### src/uef_defs.svh
`ifndef UEF_DEFS_SVH
`define UEF_DEFS_SVH

// ---------------------------------------------------------------
// register map
// ---------------------------------------------------------------
`define UEF_ADDR_W 4
`define UEF_OFS_FLAGS 4'h0
`define UEF_OFS_MASK 4'h4
`define UEF_OFS_CTRL 4'h8

// ---------------------------------------------------------------
// field positions of the flag word
// ---------------------------------------------------------------
`define UEF_BIT_STUFF 7
`define UEF_BIT_OVERRUN 5
`define UEF_BIT_TURNAROUND 4
`define UEF_BIT_LENGTH 3
`define UEF_BIT_CRC16 2
`define UEF_BIT_TOKEN_EOF 1
`define UEF_BIT_PID 0
`define UEF_IMPL_MASK 16'h00bf
`define UEF_FLAGS_RESET 16'h0000
`define UEF_MASK_RESET 16'h0000
`define UEF_BIT_HOST_MODE 0

// ---------------------------------------------------------------
// receive buffer
// ---------------------------------------------------------------
`define UEF_BUF_DEPTH 64
`define UEF_BUF_LIMIT 7'h40
`define UEF_BUF_AW 6
`define UEF_CNT_W 7

`endif

### src/uef_pkg.sv
package uef_pkg;
  typedef struct packed {
    logic stuff_err;
    logic turnaround_to;
    logic length_err;
    logic crc16_err;
    logic crc5_err;
    logic eof_err;
    logic pid_err;
  } uef_det_t;

  typedef struct packed {
    logic valid;
    logic [7:0] data;
    logic first;
  } uef_rx_t;

  typedef enum logic [1:0] {
    UEF_IDLE,
    UEF_RECV
  } uef_state_t;
endpackage
### src/uef_flags.sv
`timescale 1ns/100ps
`include "uef_defs.svh"

module uef_flags (
  input wire logic mclk,
  input wire logic rstn,
  input wire logic [`UEF_ADDR_W-1:0] reg_addr,
  input wire logic [15:0] reg_wdata,
  input wire logic reg_wr,
  input wire logic reg_rd,
  output logic [15:0] reg_rdata,
  input wire uef_pkg::uef_det_t det,
  input wire uef_pkg::uef_rx_t rx,
  input wire logic rx_end,
  input wire logic [`UEF_CNT_W-1:0] bd_count,
  output logic token_reject,
  output logic buf_we,
  output logic [`UEF_BUF_AW-1:0] buf_waddr,
  output logic [7:0] buf_wdata,
  output logic irq
);
  import uef_pkg::*;

  // ---------------------------------------------------------------
  // register state
  // ---------------------------------------------------------------
  logic [15:0] flags_ff, nxt_flags;
  logic [15:0] mask_ff, nxt_mask;
  logic host_mode_ff, nxt_host_mode;
  logic [15:0] rdata_ff, nxt_rdata;
  logic irq_ff, nxt_irq;
  logic reject_ff, nxt_reject;

  // ---------------------------------------------------------------
  // receive path state
  // ---------------------------------------------------------------
  uef_state_t state_ff, nxt_state;
  logic [`UEF_CNT_W-1:0] cnt_ff, nxt_cnt;
  logic [`UEF_CNT_W-1:0] limit_ff, nxt_limit;
  logic we_ff, nxt_we;
  logic [`UEF_BUF_AW-1:0] waddr_ff, nxt_waddr;
  logic [7:0] wdata_ff, nxt_wdata;
  logic overrun_ev;

  // ---------------------------------------------------------------
  // address decode and byte room
  // ---------------------------------------------------------------
  function automatic logic addr_is(input logic [`UEF_ADDR_W-1:0] a,
                                   input logic [`UEF_ADDR_W-1:0] ofs);
    addr_is = (a == ofs);
  endfunction

  function automatic logic wr_hit(input logic wr,
                                  input logic [`UEF_ADDR_W-1:0] a,
                                  input logic [`UEF_ADDR_W-1:0] ofs);
    wr_hit = wr && addr_is(a, ofs);
  endfunction

  // room is bounded by the descriptor and by the buffer, whichever is less
  function automatic logic byte_fits(input logic [`UEF_CNT_W-1:0] cnt,
                                     input logic [`UEF_CNT_W-1:0] limit);
    byte_fits = (cnt < limit) && (cnt < `UEF_BUF_LIMIT);
  endfunction

  // ---------------------------------------------------------------
  // byte counting against the descriptor count
  // ---------------------------------------------------------------
  always_comb
  begin
    nxt_state = state_ff;
    nxt_cnt = cnt_ff;
    nxt_limit = limit_ff;
    nxt_we = 1'b0;
    nxt_waddr = waddr_ff;
    nxt_wdata = wdata_ff;
    overrun_ev = 1'b0;
    // every byte past the room is one overrun event
    unique case (state_ff)
      UEF_IDLE:
      begin
        if (rx.valid && rx.first)
        begin
          // count latched at packet start so a changing input cannot shift it
          nxt_limit = bd_count;
          // a one-byte packet may end on its first byte
          if (!rx_end)
          begin
            nxt_state = UEF_RECV;
          end
          if (byte_fits('0, bd_count))
          begin
            nxt_we = 1'b1;
            nxt_waddr = '0;
            nxt_wdata = rx.data;
            nxt_cnt = 7'h01;
          end
          else
          begin
            nxt_cnt = '0;
            overrun_ev = 1'b1;
          end
        end
      end
      UEF_RECV:
      begin
        if (rx.valid)
        begin
          if (byte_fits(cnt_ff, limit_ff))
          begin
            nxt_we = 1'b1;
            nxt_waddr = cnt_ff[`UEF_BUF_AW-1:0];
            nxt_wdata = rx.data;
            nxt_cnt = cnt_ff + 7'h01;
          end
          else
          begin
            overrun_ev = 1'b1; // excess byte dropped
          end
        end
        // rx_end may share the cycle of the last byte
        if (rx_end)
        begin
          nxt_state = UEF_IDLE;
        end
      end
      default:
      begin
        // unused codes fall back to idle
        nxt_state = UEF_IDLE;
      end
    endcase
  end

  always_ff @(posedge mclk or negedge rstn)
  begin
    if (!rstn)
    begin
      state_ff <= UEF_IDLE;
      cnt_ff <= '0;
      limit_ff <= '0;
      we_ff <= 1'b0;
      waddr_ff <= '0;
      wdata_ff <= 8'h00;
    end
    else
    begin
      state_ff <= nxt_state;
      cnt_ff <= nxt_cnt;
      limit_ff <= nxt_limit;
      we_ff <= nxt_we;
      waddr_ff <= nxt_waddr;
      wdata_ff <= nxt_wdata;
    end
  end

  // ---------------------------------------------------------------
  // error flags
  // ---------------------------------------------------------------
  always_comb
  begin
    logic [15:0] set_v;
    logic [15:0] clr_v;
    set_v = 16'h0000;
    clr_v = 16'h0000;
    set_v[`UEF_BIT_STUFF] = det.stuff_err;
    set_v[`UEF_BIT_OVERRUN] = overrun_ev;
    set_v[`UEF_BIT_TURNAROUND] = det.turnaround_to;
    set_v[`UEF_BIT_LENGTH] = det.length_err;
    set_v[`UEF_BIT_CRC16] = det.crc16_err;
    // one bit, two meanings picked by mode
    set_v[`UEF_BIT_TOKEN_EOF] = host_mode_ff ? det.eof_err : det.crc5_err;
    set_v[`UEF_BIT_PID] = det.pid_err;
    if (wr_hit(reg_wr, reg_addr, `UEF_OFS_FLAGS))
    begin
      // whole word taken: every one bit clears its flag
      clr_v = reg_wdata & `UEF_IMPL_MASK;
    end
    // set wins over clear, flags otherwise hold
    nxt_flags = ((flags_ff & ~clr_v) | set_v) & `UEF_IMPL_MASK;
  end

  always_ff @(posedge mclk or negedge rstn)
  begin
    if (!rstn)
    begin
      flags_ff <= `UEF_FLAGS_RESET;
    end
    else
    begin
      flags_ff <= nxt_flags;
    end
  end

  // ---------------------------------------------------------------
  // mask and mode control
  // ---------------------------------------------------------------
  always_comb
  begin
    nxt_mask = mask_ff;
    nxt_host_mode = host_mode_ff;
    if (wr_hit(reg_wr, reg_addr, `UEF_OFS_MASK))
    begin
      nxt_mask = reg_wdata & `UEF_IMPL_MASK;
    end
    // a mode change leaves flags already raised untouched
    if (wr_hit(reg_wr, reg_addr, `UEF_OFS_CTRL))
    begin
      nxt_host_mode = reg_wdata[`UEF_BIT_HOST_MODE];
    end
  end

  always_ff @(posedge mclk or negedge rstn)
  begin
    if (!rstn)
    begin
      mask_ff <= `UEF_MASK_RESET;
      host_mode_ff <= 1'b0;
    end
    else
    begin
      mask_ff <= nxt_mask;
      host_mode_ff <= nxt_host_mode;
    end
  end

  // ---------------------------------------------------------------
  // read port: data stand only in the cycle after the strobe
  // ---------------------------------------------------------------
  always_comb
  begin
    // unmapped offsets fall through to zero
    nxt_rdata = 16'h0000;
    if (reg_rd)
    begin
      if (addr_is(reg_addr, `UEF_OFS_FLAGS))
      begin
        nxt_rdata = flags_ff;
      end
      else if (addr_is(reg_addr, `UEF_OFS_MASK))
      begin
        nxt_rdata = mask_ff;
      end
      else if (addr_is(reg_addr, `UEF_OFS_CTRL))
      begin
        nxt_rdata = {15'h0000, host_mode_ff};
      end
    end
  end

  always_ff @(posedge mclk or negedge rstn)
  begin
    if (!rstn)
    begin
      rdata_ff <= 16'h0000;
    end
    else
    begin
      rdata_ff <= nxt_rdata;
    end
  end

  // ---------------------------------------------------------------
  // interrupt and token reject
  // ---------------------------------------------------------------
  always_comb
  begin
    // built from next values so irq moves on the same edge as the flag
    nxt_irq = |(nxt_flags & nxt_mask);
    // only token CRC errors in device mode cause a rejection
    nxt_reject = det.crc5_err && !host_mode_ff;
  end

  always_ff @(posedge mclk or negedge rstn)
  begin
    if (!rstn)
    begin
      irq_ff <= 1'b0;
      reject_ff <= 1'b0;
    end
    else
    begin
      irq_ff <= nxt_irq;
      reject_ff <= nxt_reject;
    end
  end

  assign reg_rdata = rdata_ff;
  assign irq = irq_ff;
  assign token_reject = reject_ff;
  assign buf_we = we_ff;
  assign buf_waddr = waddr_ff;
  assign buf_wdata = wdata_ff;
endmodule

### config.mk
export PLATFORM = sky130hd
export DESIGN_NAME = uef_flags
export DESIGN_NICKNAME = d
export VERILOG_FILES = /design/src/uef_pkg.sv /design/src/uef_flags.sv
export VERILOG_INCLUDE_DIRS = /design/src
export SDC_FILE = /design/constraint.sdc
export NUM_CORES = 1
export LEC_CHECK = 0
export BUFFER_PORTS_ARGS = -buffer_cell sky130_fd_sc_hd__buf_2
export CORE_MARGIN = 4
export CORE_UTILIZATION = 50
export DETAILED_ROUTE_END_ITERATION = 8
export PLACE_DENSITY_LB_ADDON = 0.3
export SYNTH_ARGS = -nofsm -noshare
export SYNTH_HDL_FRONTEND = slang
export SYNTH_SLANG_ARGS = --single-unit
### constraint.sdc
create_clock -name mclk -period 4.6 [get_ports mclk]
set_clock_uncertainty 0.1 [all_clocks]
set_input_delay 0.23 -clock mclk [delete_from_list [all_inputs] [get_ports mclk]]
set_output_delay 0.23 -clock mclk [all_outputs]
set_load 0.03 [all_outputs]
==> flow_results.org, run 1 <==
** Global route
- Entering global routing, the biggest net connects 55 pins.
- GRT overflow :: 0
- The first global-routing pass estimated about 8500 µm of wire.
- Global routing used between 10% and 20% of the available tracks.
- The number of antenna violations at the first check in global routing is 0.
- The via count of the first global-routing pass was 1809.

** CTS
- Number of gates given a new drive strength after cts :: 0
- CTS tree :: built
- The number of hold buffers added after CTS was 2.
- Buffers inserted during clock tree synthesis total 5.
- The number of setup buffers added after CTS is 0.
- Clock latency on the worst-skew pair :: roughly 0.30 ns
- Number of sinks on the clock net :: 54
- The clock tree synthesis step divided the H-tree into 2 levels.
- Clock tree synthesis selected as its root buffer the cell sky130_fd_sc_hd__clkbuf_8.
- Clock slew seen by the registers of the worst setup and hold paths :: approximately 0.1 ns
- The clock passes through at most 2 buffers.

** Detailed routing
- Pre-antenna DRT Iters :: 4
- WL per Instance :: 14.2 µm
- For this run, design rule violations remaining after detail routing come to 0.
- The routed layout has about 1.8k vias.
- Average vias per placed instance :: roughly 5.1
- The final layout contains routed wiring with a total length of between 5000 and 6000 µm.
- Once detail routing completed, the nets flagged for antenna violations numbered 0.
- For this block, the initial DRC count from the detailed router was 63.

** Setup path
- FF-to-FF End :: cnt_ff[0]$_DFFE_PN0P_
- Along the worst path, the maximum fanout reaches 6.
- Crit path kind :: register to register
- The critical path runs through a total of 6 cells.
- The critical path contains buffers and inverters numbering 0 combined.
- Required arrival time at the worst endpoint :: around 4.7 ns
- Largest stage delay on the critical path :: around 0.45 ns
- Critical-path cell with the highest stage delay :: sky130_fd_sc_hd__dfrtp_1
- Critical Path, Cell by Cell :: ha_1, a21o_1, a21oi_1, o221ai_1, o21ai_0, mux2_2
- Arrival time worst endpoint :: roughly 2.4 ns
- Measured in cells, the most critical reg-to-reg path has a length of 6.
- The worst setup path is launched from a register.
- R2r setup slk :: 2.29 ns
- On the critical path the largest part of the delay comes from compound AO/OA/AOI/OAI gates.
- The worst setup path is captured at a register.
- Reg2reg start :: cnt_ff[4]$_DFFE_PN0P_

** Placement
- Detailed placer's ending HPWL :: between 3000 and 4000 µm
- At the end of routability-driven placement, the weighted congestion stood at around 0.79.
- # port buffers :: 63

** Yosys
- The synthesized design spends more area on one cell type than any other, namely sky130_fd_sc_hd__dfrtp_1.
- Sorting the synthesized cells by area gives the leading types as sky130_fd_sc_hd__dfrtp_1, sky130_fd_sc_hd__mux2_4, sky130_fd_sc_hd__ha_1.
- EDFF count, synth :: 0
- Fraction of registers with async set/reset :: 100%
- During synthesis, Yosys emitted a total of 0 warnings.
- Area share of the leading cell type in the synthesized netlist :: a little over half
- The most common cell in the synthesized netlist is sky130_fd_sc_hd__dfrtp_1.
- Average cell area after synthesis :: 11.6 µm²
- Sequential elements use 52.6% of the synthesized area.
- Yosys reg bits :: 54
- Synthesis produced a netlist whose cell count is about 220.
- Post-synthesis cell area :: around 0.0026 mm²
- After synthesis, the netlist uses 44 different library cells.
- Most instantiated cells after synthesis :: sky130_fd_sc_hd__dfrtp_1, sky130_fd_sc_hd__nand2_1, sky130_fd_sc_hd__inv_1
- For this run, the leading register cell type out of synthesis is sky130_fd_sc_hd__dfrtp_1.

** Floorplan
- Initial cell density of the core :: a little over half
- After floorplanning, the core was divided into 25 placement rows.
- From bottom edge to top edge, the die measures about 80 µm.
- The core region is approximately 0.0048 mm².
- Io pins :: 82
- The floorplan step set the die width to 79.7 µm.
- Total Die Area :: 0.00635 mm²

** Timing
- For the pin with the worst max-slew slack, the measured transition is ~0.75 ns.
- Number of slew-limit violations in the final report :: 0
- Setup repair after global routing left no endpoint under its margin.
- The worst pin sits at a relative slew slack of between 40% and 50%.
- The number of endpoints with negative hold slack in the final report was 0.
- Fmax :: between 0.4 and 0.5 GHz
- Final TNS setup :: 0 ns
- Final setup violation count :: 0
- In the finished design, the share of the clock period the worst path needs comes to ~50%.
- Shortest clock period the worst path allows after layout :: ~2.3 ns

** Pwr
- Power per Cell Area :: about 380 mW/mm²
- IR analysis of the VDD net gives a maximum drop of about 200 µV.
- In this run the static leakage power is roughly 1.5 nW.

** Hold path
- In this run the most critical hold path is launched from det[3].
- Destination of the worst hold path :: flags_ff[2]$_DFF_PN0_
- Along the worst hold path, the cell count comes to 2.
- Hold/Removal Path Class :: input pin to register

** Final layout
- Fin nets :: around 350
- Proportion of layout cells with a drive suffix above 1 :: between 30% and 40%
- Fraction of the core area covered by cells at the end of the flow :: 63.0%
- Final antenna diode count :: 0
- Synth-to-Final Area Change :: 18.9%

** Flow run
- Number of max-cap violations :: 0

** Run status
- Status :: completed
## cell families after synthesis
group	Yosys count	synth area share [%]
AND/OR/NAND/NOR	62	14.1
AO/OA/AOI/OAI	48	14.2
multiplexers	19	9.21
flip-flops	54	52.6
buffers and inverters	31	6.28
other	1	0.146
adder cells (fa/ha/maj)	7	3.41
## power breakdown
| group | switching, mW | internal [mW] | leakage, nW | total [mW] |
|---|---|---|---|---|
| sequential | 0.0355 | 0.532 | 0.663 | 0.567 |
| clock | 0.150 | 0.179 | 0.0618 | 0.329 |
| combinational | 0.155 | 0.106 | 0.802 | 0.261 |
## per-layer routing
metal	part of all wire [%]	track usage [%]	routed length (µm)
met1	43	21.5	2170
met2	50	29.0	2510
met3	6.7	3.72	337
met4	0.85	5.15	43
met5	0	0	0
## registers in the layout, indices dropped and copies added, names as in the netlist
signal,flops
buf_we,1
state_ff,1
flags_ff,7
irq,1
mask_ff,7
reg_rdata,7
limit_ff,7
buf_wdata,8
cnt_ff,7
buf_waddr,6
host_mode_ff,1
token_reject,1
## final cells by class
type | count | area [µm²]
sequential | 54 | 1350
timing repair buffer | 66 | 343
multi-input combinational | 145 | 1090
inverter | 17 | 68.8
clock inverter | 2 | 38.8
clock buffer | 6 | 82.6
fill | 415 | 1790
tap | 67 | 83.8
## layout by cell type, fill, tap and decap left out, drive strengths merged, types with 2 or more instances in the layout
| cell type | synthesis | layout |
|---|---|---|
| a21boi | 3 | 3 |
| a21o | 3 | 3 |
| a21oi | 3 | 3 |
| a221oi | 2 | 2 |
| a22o | 6 | 6 |
| a22oi | 7 | 7 |
| a31oi | 4 | 4 |
| and3 | 3 | 3 |
| buf | 12 | 64 |
| clkbuf | 2 | 6 |
| conb | 1 | 9 |
| dfrtp | 54 | 54 |
| dlygate4sd3 | 0 | 2 |
| ha | 7 | 7 |
| inv | 17 | 18 |
| mux2 | 13 | 13 |
| mux2i | 6 | 6 |
| nand2 | 18 | 18 |
| nand2b | 3 | 3 |
| nand3 | 8 | 8 |
| nor2 | 10 | 10 |
| nor2b | 2 | 2 |
| nor3 | 3 | 3 |
| nor4 | 3 | 3 |
| o21ai | 10 | 10 |
| o22a | 3 | 3 |
| or2 | 7 | 7 |
## worst max-delay path by stage
| stage | slack, ns | start | to |
|---|---|---|---|
| after floorplan | 2.51 | cnt_ff[4]$_DFFE_PN0P_ | buf_wdata[0]$_DFFE_PN0P_ |
| after global placement | 2.17 | reg_addr[1] | irq$_DFF_PN0_ |
| after detailed placement | 2.13 | reg_addr[1] | irq$_DFF_PN0_ |
| after CTS | 2.29 | cnt_ff[4]$_DFFE_PN0P_ | buf_wdata[7]$_DFFE_PN0P_ |
| after global routing | 2.11 | cnt_ff[4]$_DFFE_PN0P_ | cnt_ff[5]$_DFFE_PN0P_ |
| final | 2.29 | cnt_ff[4]$_DFFE_PN0P_ | cnt_ff[0]$_DFFE_PN0P_ |
## stage by stage
step / power [mW] / hold slack [ns] / instances / cell area, µm² / setup WS [ns]
floorplan: 0.757 / -0.166 / 230 / 2600 / 2.51
finish: 1.16 / 0.0269 / 357 / 3050 / 2.29
CTS: 1.17 / 0.0163 / 357 / 3050 / 2.29
detailed placement: 0.839 / 0.282 / 347 / 2910 / 2.13
global placement: 0.831 / 0.283 / 347 / 2910 / 2.17
global route: 1.22 / 0.0181 / 357 / 3050 / 2.11
(Power assumes the default switching activity.)
==> inputs of run 2 (changes only) <==
==> constraint.sdc (replaced) <==
create_clock -name mclk -period 2.4 [get_ports mclk]
set_clock_uncertainty 0.1 [all_clocks]
set_input_delay 0.12 -clock mclk [delete_from_list [all_inputs] [get_ports mclk]]
set_output_delay 0.12 -clock mclk [all_outputs]
set_load 0.03 [all_outputs]
==> run 2 against run 1 <==
Compared with the run above:
- non-clock buffer count is 39 higher
- core utilization increased by 7.1 points
- clock power increased by 68%
- global-route usage up 1.6 points
- final area is 11% higher
- die area stayed put
- routed wire length grew 10%
- critical path type unchanged
- critical endpoint unchanged
- largest cell class unchanged
==> flow_results.org, run 2 (same netlist as run 1, synthesis figures left out) <==
** Global route
- Global-route total usage across every layer :: between 10% and 20%
- The total overflow left after global routing is 0.
- Initial antenna violation count :: 0
- The first global-routing pass estimated between 9000 and 10000 µm of wire.
- Largest net degree at the start of global routing :: 55
- Vias in the first global route :: about 2k

** Flow run
- Across the run, the number of max-cap violations was 0.

** Timing
- Worst slew slack as a fraction of its limit :: a little under three fifths
- Final TNS setup :: 0 ns
- Final critical-path setup slack :: roughly 0.15 ns
- The number of endpoints with negative hold slack in the final report was 0.
- Setup repair after global routing left no endpoint under its margin.
- For the pin with the worst max-slew slack, the measured transition is between 0.6 and 0.7 ns.
- Number of slew-limit violations in the final report :: 0
- The worst path in the final design needs a cycle of 2.25 ns, including I/O delays and setup.
- After layout, the worst path uses between 90 and 100% of the clock period.
- Fmax :: between 0.4 and 0.5 GHz
- Setup violations remaining at the end of the flow were counted as 0.

** Final layout
- Fill cell total of the finished layout :: approximately 350
- The library cells used most frequently in the layout, excluding fill and tap cells, are sky130_fd_sc_hd__buf_2, sky130_fd_sc_hd__dfrtp_1, sky130_fd_sc_hd__dlygate4sd3_1.
- The final layout contains ~380 nets.
- Number of flip-flops under the largest register name :: 8
- In the final layout, the share of cells above drive strength 1 is between 30% and 40%.
- Relative to the synthesized area, the layout overhead comes to 32.4%.
- Leaving out fill and tap cells, the most frequent cell in the layout is sky130_fd_sc_hd__buf_2.
- 0 antenna diodes ended up in the layout.
- Final std cell area, no fill :: ~0.0034 mm²

** Pwr
- For this design the total switching power over the nets is 0.667 mW.
- Part of the power in combinational logic :: a little over a quarter
- Total design power :: 2.20 mW
- Power spread over the standard cell area amounts to approximately 650 mW/mm².
- Static leakage :: ~1.7 nW
- Sequential Power Share :: slightly below 50%
- VDD IR max :: between 400 and 500 µV
- Proportion of power drawn by the clock network :: between 20% and 30%
- Net switching is 30.3% of the power.
- Internal :: about 1.5 mW

** CTS
- After clock tree synthesis, the clock-pin slew on the worst setup and hold paths is approximately 0.10 ns.
- In this run the clock root is driven by a sky130_fd_sc_hd__clkbuf_8.
- Clock H-tree levels :: 2
- TritonCTS built the clock tree.
- The clock drives 54 sinks.
- Bufs on Longest Clock Path :: 2
- Once the clock tree was built, the setup fixing pass inserted 0 buffers.
- For the worst-skew pair, the clock arrives at the later sink with an insertion delay of about 0.31 ns.
- Number of buffers added by the clock tree synthesis step :: 5

** Placement
- Prior to clock tree synthesis, the placed netlist has a worst setup slack of 0.178 ns.
- The HPWL after detailed placement is roughly 3900 µm.
- # port buffers :: 63
- Gpl congestion :: 0.760
- Post-DP Area :: 0.00300 mm²

** Run status
- Status :: completed

** Setup path
- R2r setup slk :: about 0.15 ns
- FF-to-FF End :: cnt_ff[0]$_DFFE_PN0P_
- Reg2reg start :: cnt_ff[5]$_DFFE_PN0P_
- Along the worst path, the maximum fanout reaches 6.
- Required arrival time at the worst endpoint :: about 2.5 ns
- Crit path kind :: register to register
- The worst setup path is captured at a register.
- At the worst endpoint, the arrival time is around 2.4 ns.
- Counting cells, the worst reg-to-reg path comes to 6.
- The worst setup path is launched from a register.

** Hold path
- Destination of the worst hold path :: flags_ff[1]$_DFF_PN0_
- Worst hold path stage count :: 2
- The worst hold path belongs to the class input pin to register.
- Source of the worst hold timing path :: det[1]

** Floorplan
- The region available for standard cell placement spans between 0.004 and 0.005 mm².
- For this configuration, the core starts out at a cell density of 53.0%.
- Row generation in the floorplan step produced 25 rows.
- Io pins :: a little over 80
- The die covers approximately 0.0063 mm².
- In this run the horizontal extent of the chip is 79.7 µm.
- Die H :: ~80 µm

** Detailed routing
- Count of antenna-violating nets left after detailed routing :: 0
- Via Count :: around 2.0k
- Iteration-0 DRC count of the detailed router :: about 150
- Average vias per placed instance :: 5.04
- The first TritonRoute pass finished after 4 iterations.
- For this block, the routed nets add up to around 5600 µm of wire.
- Dividing the detail-routed wire length by the instance count gives roughly 14 µm.
- DRC :: 0
## run 2: cell count changes in the layout (fill, tap and decap cells not counted)
cell	before	now
sky130_fd_sc_hd__dlygate4sd3_1	2	30
sky130_fd_sc_hd__buf_4	1	12
sky130_fd_sc_hd__bufinv_16	1	0
sky130_fd_sc_hd__clkbuf_8	6	7
sky130_fd_sc_hd__clkinv_4	0	1
sky130_fd_sc_hd__inv_6	2	1
## run 2: worst max-delay path by stage
| stage | to | start | cells after the start |
|---|---|---|---|
| floorplan | buf_wdata[0]$_DFFE_PN0P_ | cnt_ff[4]$_DFFE_PN0P_ | 7 |
| global placement | cnt_ff[0]$_DFFE_PN0P_ | cnt_ff[4]$_DFFE_PN0P_ | 6 |
| detailed placement | cnt_ff[0]$_DFFE_PN0P_ | cnt_ff[5]$_DFFE_PN0P_ | 6 |
| CTS | cnt_ff[0]$_DFFE_PN0P_ | cnt_ff[5]$_DFFE_PN0P_ | 6 |
| global route | buf_waddr[4]$_DFFE_PN0P_ | cnt_ff[5]$_DFFE_PN0P_ | 6 |
| finish | cnt_ff[0]$_DFFE_PN0P_ | cnt_ff[5]$_DFFE_PN0P_ | 6 |
## run 2: repair_timing
| action | 4_1_cts | 5_1_grt |
|---|---|---|
| hold buffers | 29 | 1 |
| hold endpoints to repair | 81 | 1 |
| gates resized for setup | 0 | 0 |
## run 2: cell type report
cell class / instances / area, µm² / share of cell area, %
clock buffers: 7 / 96.3 / 2.83
flip-flops and latches: 54 / 1350 / 39.7
repair buffers: 105 / 706 / 20.8
multi-input cells: 145 / 1090 / 31.9
inverters: 17 / 68.8 / 2.02
well taps: 67 / 83.8 / 2.47
clock inverters: 1 / 8.76 / 0.258
## run 2: metal layers
metal	part of all wire, %	wire (µm)	track usage, %	vias to the layer above
li1	-	-	-	988
met4	0.97	54	4.12	0
met1	42	2350	23.4	953
met5	0	0	0	-
met2	51	2860	32.1	48
met3	5.6	310	4.85	6
## run 2: through the flow
stage	instances	utilization, %	hold WS, ns
6_report	396	70.1	0.0170
5_1_grt	396	70.1	0.00887
4_1_cts	395	69.9	0.00374
3_5_place_dp	358	61.8	0.181
3_3_place_gp	358	61.8	0.172
2_1_floorplan	230	-	-0.276
## run 2: critical path, cell delays in order, from the launching register on
cell	delay (ns)
sky130_fd_sc_hd__dfrtp_1	0.44
sky130_fd_sc_hd__ha_1	0.32
sky130_fd_sc_hd__and4_1	0.18
sky130_fd_sc_hd__o21ai_0	0.11
sky130_fd_sc_hd__o221ai_1	0.48
sky130_fd_sc_hd__o21ai_0	0.22
sky130_fd_sc_hd__mux2_2	0.30
## run 2: power by group through the flow
stage               sequential (mW)  clock [mW]  combinational (mW)
global route                   1.09       0.620               0.630
detailed placement             1.09           0               0.537
global placement               1.09           0               0.524
floorplan                      1.18           0               0.267
finish                         1.07       0.552               0.576
CTS                            1.07       0.567               0.574
